<file path="config.mk">
export PLATFORM = sky130hd
export DESIGN_NAME = srap_top
export DESIGN_NICKNAME = d
export VERILOG_FILES = /design/src/verilog/srap_regmem.v /design/src/verilog/srap_top.v
export VERILOG_INCLUDE_DIRS = /design/src /design/src/inc
export SDC_FILE = /design/constraint.sdc
export NUM_CORES = 2
export LEC_CHECK = 0
export ABC_CLOCK_PERIOD_IN_PS = 8900
export BUFFER_PORTS_ARGS = -buffer_cell sky130_fd_sc_hd__buf_2
export CAP_MARGIN = 5
export CELL_PAD_IN_SITES_DETAIL_PLACEMENT = 0
export CELL_PAD_IN_SITES_GLOBAL_PLACEMENT = 1
export CORE_MARGIN = 4
export CORE_UTILIZATION = 35
export CTS_BUF_LIST = sky130_fd_sc_hd__clkbuf_16
export DETAILED_ROUTE_END_ITERATION = 10
export PLACE_DENSITY = 0.64
export SLEW_MARGIN = 20
export SYNTH_ARGS = -nofsm -noshare
export SYNTH_HDL_FRONTEND = slang
export SYNTH_SLANG_ARGS = --single-unit
</file>
<file path="constraint.sdc">
create_clock -name CLK_I -period 8.9 [get_ports CLK_I]
set_input_delay 0.89 -clock CLK_I [delete_from_list [all_inputs] [get_ports CLK_I]]
set_output_delay 0.89 -clock CLK_I [all_outputs]
set_load 0.005 [all_outputs]
</file>
<file path="src/inc/srap_consts.vh">
// Purpose: constants of the serial register access port
// Assumes: byte-wide register file behind a four-wire serial slave
// Notes:   bit counts count serial clock rising edges inside one frame
`ifndef SRAP_CONSTS_VH
`define SRAP_CONSTS_VH

// ***********************************************************
// frame layout
// ***********************************************************
`define SRAP_CNT_W        5
`define SRAP_BIT_DIR      5'd0
`define SRAP_BIT_ADDR_END 5'd15
`define SRAP_BIT_DATA     5'd16
`define SRAP_BIT_LAST     5'd23
`define SRAP_BIT_DONE     5'd24
`define SRAP_ADDR_W       15
`define SRAP_DATA_W       8

// ***********************************************************
// configuration registers kept inside the port
// ***********************************************************
`define SRAP_ADDR_CFG_A   15'h0000
`define SRAP_RST_CFG_A    8'h30
`define SRAP_POS_ASC      5
`define SRAP_ADDR_USR0    15'h0010
`define SRAP_RST_USR0     8'h00
`define SRAP_POS_HOLD     0

`endif

</file>
<file path="src/verilog/srap_regmem.v">
// Purpose: byte-wide register storage for the serial port
// Assumes: one write and one read port on the system clock
// Notes:   read data is registered, valid one clock after re_i
`timescale 1ns/1ps
`default_nettype none
module srap_regmem #(
  parameter AW = 8,
  parameter DW = 8
) (
  input  wire          clk_i,
  input  wire          srst_i,
  input  wire          we_i,
  input  wire [AW-1:0] waddr_i,
  input  wire [DW-1:0] wdata_i,
  input  wire          re_i,
  input  wire [AW-1:0] raddr_i,
  output reg  [DW-1:0] rdata_o
);
  reg [DW-1:0] mem_ff [0:(1<<AW)-1];

  // ***********************************************************
  // storage write
  // ***********************************************************
  always @(posedge clk_i) begin
    if (we_i) begin
      mem_ff[waddr_i] <= wdata_i;
    end
  end

  // ***********************************************************
  // registered read
  // ***********************************************************
  always @(posedge clk_i) begin
    if (srst_i) begin
      rdata_o <= {DW{1'b0}};
    end else if (re_i) begin
      rdata_o <= mem_ff[raddr_i];
    end
  end
endmodule
`default_nettype wire

</file>
<file path="src/verilog/srap_top.v">
// Purpose: four-wire serial slave giving a host access to the register file
// Assumes: serial pins are asynchronous; serial clock half period >= 4 CLK_I periods
// Notes:   registers above the storage depth read as zero and ignore writes
`timescale 1ns/1ps
`default_nettype none
`include "srap_consts.vh"
module srap_top #(
  parameter MEM_AW = 8
) (
  input  wire CLK_I,
  input  wire SRST_I,
  input  wire SERIAL_SELECT_N_I,
  input  wire SERIAL_CLK_I,
  input  wire SERIAL_IN_I,
  output reg  SERIAL_OUT_O,
  output reg  SERIAL_OUT_OE_N_O
);
  // ***********************************************************
  // helpers
  // ***********************************************************
  // next address of a streaming transfer
  function [`SRAP_ADDR_W-1:0] step_addr;
    input [`SRAP_ADDR_W-1:0] a;
    input                    asc;
    begin
      if (asc) begin
        step_addr = a + 15'h0001;
      end else begin
        step_addr = a - 15'h0001;
      end
    end
  endfunction

  // address lies inside the storage array
  function in_mem;
    input [`SRAP_ADDR_W-1:0] a;
    begin
      in_mem = ((a >> MEM_AW) == {`SRAP_ADDR_W{1'b0}});
    end
  endfunction

  // ***********************************************************
  // pin synchronisers
  // ***********************************************************
  reg sck_s1_ff;
  reg sck_s2_ff;
  reg sck_s3_ff;
  reg sel_s1_ff;
  reg sel_s2_ff;
  reg sdi_s1_ff;
  reg sdi_s2_ff;

  // two flops per pin, a third on the serial clock for edge detection
  always @(posedge CLK_I) begin
    if (SRST_I) begin
      sck_s1_ff <= 1'b0;
      sck_s2_ff <= 1'b0;
      sck_s3_ff <= 1'b0;
      sel_s1_ff <= 1'b1;
      sel_s2_ff <= 1'b1;
      sdi_s1_ff <= 1'b0;
      sdi_s2_ff <= 1'b0;
    end else begin
      sck_s1_ff <= SERIAL_CLK_I;
      sck_s2_ff <= sck_s1_ff;
      sck_s3_ff <= sck_s2_ff;
      sel_s1_ff <= SERIAL_SELECT_N_I;
      sel_s2_ff <= sel_s1_ff;
      sdi_s1_ff <= SERIAL_IN_I;
      sdi_s2_ff <= sdi_s1_ff;
    end
  end

  wire selected = ~sel_s2_ff;
  wire sck_rise = selected & sck_s2_ff & ~sck_s3_ff;
  wire sck_fall = selected & ~sck_s2_ff & sck_s3_ff;

  // ***********************************************************
  // frame state
  // ***********************************************************
  reg [`SRAP_CNT_W-1:0]  cnt_ff;
  reg                    rd_ff;
  reg [`SRAP_ADDR_W-1:0] addr_ff;
  reg [6:0]              din_ff;
  reg [7:0]              dout_ff;
  reg [7:0]              cfg_a_ff;
  reg [7:0]              usr0_ff;

  reg [`SRAP_CNT_W-1:0]  nxt_cnt;
  reg                    nxt_rd;
  reg [`SRAP_ADDR_W-1:0] nxt_addr;
  reg [6:0]              nxt_din;
  reg                    mem_we;
  reg                    mem_re;
  reg [7:0]              wbyte;

  wire asc  = cfg_a_ff[`SRAP_POS_ASC];
  wire hold = usr0_ff[`SRAP_POS_HOLD];

  // bit counting, address capture and byte assembly on rising edges
  always @* begin
    nxt_cnt  = cnt_ff;
    nxt_rd   = rd_ff;
    nxt_addr = addr_ff;
    nxt_din  = din_ff;
    mem_we   = 1'b0;
    mem_re   = 1'b0;
    wbyte    = {din_ff, sdi_s2_ff};
    if (!selected) begin
      nxt_cnt = `SRAP_BIT_DIR;
    end else if (sck_rise && cnt_ff != `SRAP_BIT_DONE) begin
      nxt_cnt = cnt_ff + 5'd1;
      if (cnt_ff == `SRAP_BIT_DIR) begin
        nxt_rd = sdi_s2_ff;
      end else if (cnt_ff <= `SRAP_BIT_ADDR_END) begin
        nxt_addr = {addr_ff[13:0], sdi_s2_ff};
        if (cnt_ff == `SRAP_BIT_ADDR_END) begin
          mem_re = rd_ff;
        end
      end else begin
        nxt_din = {din_ff[5:0], sdi_s2_ff};
        if (cnt_ff == `SRAP_BIT_LAST) begin
          mem_we = ~rd_ff;
          if (hold) begin
            nxt_cnt = `SRAP_BIT_DONE;
          end else begin
            nxt_cnt  = `SRAP_BIT_DATA;
            nxt_addr = step_addr(addr_ff, asc);
            mem_re   = rd_ff;
          end
        end
      end
    end
  end

  always @(posedge CLK_I) begin
    if (SRST_I) begin
      cnt_ff  <= `SRAP_BIT_DIR;
      rd_ff   <= 1'b0;
      addr_ff <= {`SRAP_ADDR_W{1'b0}};
      din_ff  <= 7'h00;
    end else begin
      cnt_ff  <= nxt_cnt;
      rd_ff   <= nxt_rd;
      addr_ff <= nxt_addr;
      din_ff  <= nxt_din;
    end
  end

  // ***********************************************************
  // configuration kept in flops so it steers streaming
  // ***********************************************************
  always @(posedge CLK_I) begin
    if (SRST_I) begin
      cfg_a_ff <= `SRAP_RST_CFG_A;
      usr0_ff  <= `SRAP_RST_USR0;
    end else if (mem_we) begin
      if (addr_ff == `SRAP_ADDR_CFG_A) begin
        cfg_a_ff <= wbyte;
      end
      if (addr_ff == `SRAP_ADDR_USR0) begin
        usr0_ff <= wbyte;
      end
    end
  end

  // ***********************************************************
  // storage and read data selection
  // ***********************************************************
  wire [7:0] mem_rdata;

  srap_regmem #(
    .AW (MEM_AW),
    .DW (`SRAP_DATA_W)
  ) u_mem (
    .clk_i   (CLK_I),
    .srst_i  (SRST_I),
    .we_i    (mem_we & in_mem(addr_ff)),
    .waddr_i (addr_ff[MEM_AW-1:0]),
    .wdata_i (wbyte),
    .re_i    (mem_re),
    .raddr_i (nxt_addr[MEM_AW-1:0]),
    .rdata_o (mem_rdata)
  );

  reg [7:0] rsel;

  // configuration bytes come from their flops, out of range reads as zero
  always @* begin
    if (addr_ff == `SRAP_ADDR_CFG_A) begin
      rsel = cfg_a_ff;
    end else if (addr_ff == `SRAP_ADDR_USR0) begin
      rsel = usr0_ff;
    end else if (in_mem(addr_ff)) begin
      rsel = mem_rdata;
    end else begin
      rsel = 8'h00;
    end
  end

  // ***********************************************************
  // serial output: data changed on falling edges only, enable also released on deselect
  // ***********************************************************
  always @(posedge CLK_I) begin
    if (SRST_I) begin
      SERIAL_OUT_O      <= 1'b0;
      SERIAL_OUT_OE_N_O <= 1'b1;
      dout_ff           <= 8'h00;
    end else if (!selected) begin
      SERIAL_OUT_OE_N_O <= 1'b1;
    end else if (sck_fall) begin
      if (!rd_ff || cnt_ff < `SRAP_BIT_DATA || cnt_ff == `SRAP_BIT_DONE) begin
        SERIAL_OUT_OE_N_O <= 1'b1;
      end else if (cnt_ff == `SRAP_BIT_DATA) begin
        SERIAL_OUT_OE_N_O <= 1'b0;
        SERIAL_OUT_O      <= rsel[7];
        dout_ff           <= {rsel[6:0], 1'b0};
      end else begin
        SERIAL_OUT_O <= dout_ff[7];
        dout_ff      <= {dout_ff[6:0], 1'b0};
      end
    end
  end
endmodule
`default_nettype wire

</file>
==> metrics.md <==
| Metric | Value |
|---|---|
| Worst hold path class | input pin to flip-flop |
| Post-CTS Setup Repair Bufs | 0 |
| Max incr delay on CP | 0.83 ns |
| Worst slew margin | 20.99% |
| Worst hold slack | 0.2525 ns |
| Area delta synth->final | 12.42% |
| Fill count | 22140 |
| Row Count | 180 |
| Die Y | 501.3 um |
| Status | completed |
| Max Buffers Root-to-Sink | 3 |
| Register area share after synthesis | 73.80% |
| Final core utilization | 39.66% |
| Tcrit/Tclk final | 71.40% |
| Most used DFF post-synth | edfxtp_1 |
| Cell Area, Synth | 0.08518 mm^2 |
| Crit. End Element | flip-flop |
| VDD IR max | 0.1548 mV |
| Setup Skew | 0.04419 ns |
| DRC | 0 |
| WS Path Type | flip-flop to flip-flop |
| Worst EP arrival | 7.15 ns |
| Cells taking the most area after synthesis | edfxtp_1, nand2_1, mux2i_1 |
| Crit-path cells | ha_1, and3_1, ha_1, or2_2, nor3_1, o21ai_4, buf_4, nand2_4, buf_12, buf_12, buf_4, a211oi_1, a311oi_1, a31oi_1, o2111ai_1, nand3_1, o41ai_1, o311a_1 |
| Worst slew pin tran | 1.181 ns |
| Routed via count | 53870 |
| Hold path cells | 2 |
| Reg clk slew, reported paths | 0.06 ns |
| Final Max Tran Viols | 0 |
| Crit path buf inv count | 4 |
| Final setup vio count | 0 |
| Clk_lat worst skew | 0.87 ns |
| Final wirelength | 285700 um |
| Hold Buf Count CTS | 0 |
| CTS tree | built |
| Period minus WS final | 6.355 ns |
| Fin Setup TNS | 0 ns |
| HP Start | SERIAL_SELECT_N_I |
| Initial antenna violation count | 12 |
| Final ANT Viol Nets | 0 |
| IO Pins | 7 |
| Core box area | 0.2414 mm^2 |
| Worst r2r src | cnt_ff[0] |
| LEAKAGE | 32.09 nW |
| Largest net degree at the start of global routing | 133 |
| Mapped Avg Cell Area | 14.44 um^2 |
| Cell class contributing the biggest share of worst-path delay | compound AO/OA/AOI/OAI gates |
| Drt wl/cell | 30.93 um |
| Crit path max fanout | 64 |
| Iter 0 DRT Violations | 7537 |
| FMAX | 0.1574 GHz |
| CP max-delay cell | o41ai_1 |
| Synthesized instance count | 5900 |
| Starting Density | 35.28% |
| Post-CTS Resized | 0 |
| Syn Nets | 5922 |
| EDFF count, synth | 2048 |
| Global Route Usage Sum | 22.20% |
| Worst setup path startpoint | cnt_ff[0] |
| Synth Register Bits | 2116 |
| First-pass GRT wire length | 400000 um |
| Number of port buffers | 6 |
| H-tree depth | 4 |
| Die Area | 0.2513 mm^2 |
| Routability cong. | 0.8770 |
| Area leader, netlist | edfxtp_1 |
| Cell variety after synth | 88 |
| Max-Cap Viols | 0 |
| Critical Path Stages | 18 |
| Die X | 501.3 um |
| Final Hold Viols | 0 |
| Vias in the first global route | 50860 |
| WP data required | 9.69 ns |
| Dpl hpwl | 166800 um |
| Drt first pass iters | 6 |
| Startpoint Class | flip-flop |
| Synth top area share | 72.20% |
| RSZ-0062 raised after global routing | false |
| Warnings from Yosys | 0 |
| CTS sink count | 2116 |
| Share of cells above drive strength 1 | 10.32% |
| DR vias/cell | 5.832 |
| R2R depth | 18 |
| PD cells | 207.0 mW/mm^2 |
| Num CTS Buffers | 216 |
| FFs w/ async S/R, synth | 0% |
| GRT Residual Overflow | 0 |
| Root buffer cell | clkbuf_16 |
| NumNets Final | 5885 |
[worst paths after layout]
check,slack [ns],end
worst max register to register,2.55,u_mem.rdata_o[4]
worst max-delay path,2.55,u_mem.rdata_o[4]
worst min register to register,0.42,sel_s2_ff
worst min-delay path,0.25,sel_s1_ff
[sequential cells by signal, indices dropped and copies added (netlist names), 5 cells and up]
register       cells
addr_ff           15
u_mem.mem_ff    2048
dout_ff            7
usr0_ff            8
cnt_ff             5
cfg_a_ff           8
din_ff             7
u_mem.rdata_o      8
[power breakdown]
| part | total (mW) | internal [mW] | switching [mW] |
|---|---|---|---|
| combinational | 0.0250 | 0.00326 | 0.0217 |
| sequential | 10.8 | 10.8 | 0.00356 |
| clock | 9.03 | 5.13 | 3.90 |
[synthesized netlist by cell type (21+ instances only)]
library cell  count
a2111oi_0        28
a211oi_1        125
a21oi_1         193
a311oi_1         76
a31oi_1         134
a32oi_1          50
and3_1          115
buf_1            24
buf_2           171
buf_4            53
clkbuf_1        133
dfxtp_1          68
edfxtp_1       2048
mux2i_1         256
mux4_2           82
nand2_1        1136
nand3_1         269
nand4_1          36
nor2_1          374
nor3_1           61
o211ai_1         21
o21ai_0          59
o221ai_1         39
o22ai_1          62
[cells by family (layout without fill, tap and decap cells)]
| logic type | Yosys count | count (layout) | synth area share, % |
|---|---|---|---|
| mux | 356 | 356 | 5.414 |
| other cells | 0 | 4 | 0 |
| simple gates | 2054 | 2054 | 10.22 |
| xor+xnor | 12 | 12 | 0.1234 |
| fa+ha+maj | 17 | 17 | 0.2585 |
| flops | 2116 | 2116 | 73.80 |
| buf+inv | 410 | 558 | 2.432 |
| compound gates | 935 | 935 | 7.757 |
[per-stage QoR]
step | instances | total power [mW] | worst slack, ns | instance area (um^2)
2_1_floorplan | 5900 | 10.99 | 2.978 | 85180
3_3_place_gp | 8828 | 11.00 | 2.666 | 88680
3_5_place_dp | 8830 | 11.00 | 2.628 | 88700
4_1_cts | 9233 | 19.93 | 2.569 | 95740
5_1_grt | 9236 | 20.33 | 2.425 | 95760
6_report | 9237 | 19.82 | 2.545 | 95760
[layout make-up]
type                    instances  area [um^2]  share of cell area (%)
repair buffers                142         1324                   1.382
inverters                      13        48.80                 0.05096
multi-input cells            3374        20470                   21.37
diodes                          4        10.01                 0.01045
well taps                    3185         3985                   4.162
clock inverters               184         1554                   1.623
flip-flops and latches       2116        62890                   65.68
clock buffers                 219         5480                   5.723
[cells in the final DEF (no fill, tap or decap), types with 12 or more instances in the layout]
master / n
a2111oi_0: 26
a211o_1: 12
a211oi_1: 125
a21oi_1: 193
a221oi_1: 15
a311oi_1: 76
a31oi_1: 134
a32oi_1: 50
and3_1: 115
buf_12: 22
buf_4: 113
bufinv_16: 23
clkbuf_16: 219
clkinv_1: 57
clkinv_2: 37
dfxtp_1: 60
edfxtp_1: 2048
ha_1: 16
inv_1: 57
mux2_2: 18
mux2i_1: 256
mux4_2: 82
nand2_1: 1124
nand3_1: 262
nand4_1: 36
nor2_1: 360
nor2_2: 12
nor3_1: 61
nor4_1: 16
o211ai_1: 21
o21ai_0: 55
o221ai_1: 37
o22ai_1: 62
[layer usage]
metal | vias to the layer above | wire (um) | global-route usage, %
li1 | 22600 | - | -
met1 | 27880 | 117600 | 31.32
met2 | 2871 | 128800 | 33.97
met3 | 523 | 27350 | 4.228
met4 | 0 | 12000 | 8.627
met5 | - | 0 | 0
Power figures use the tool's default switching activity.
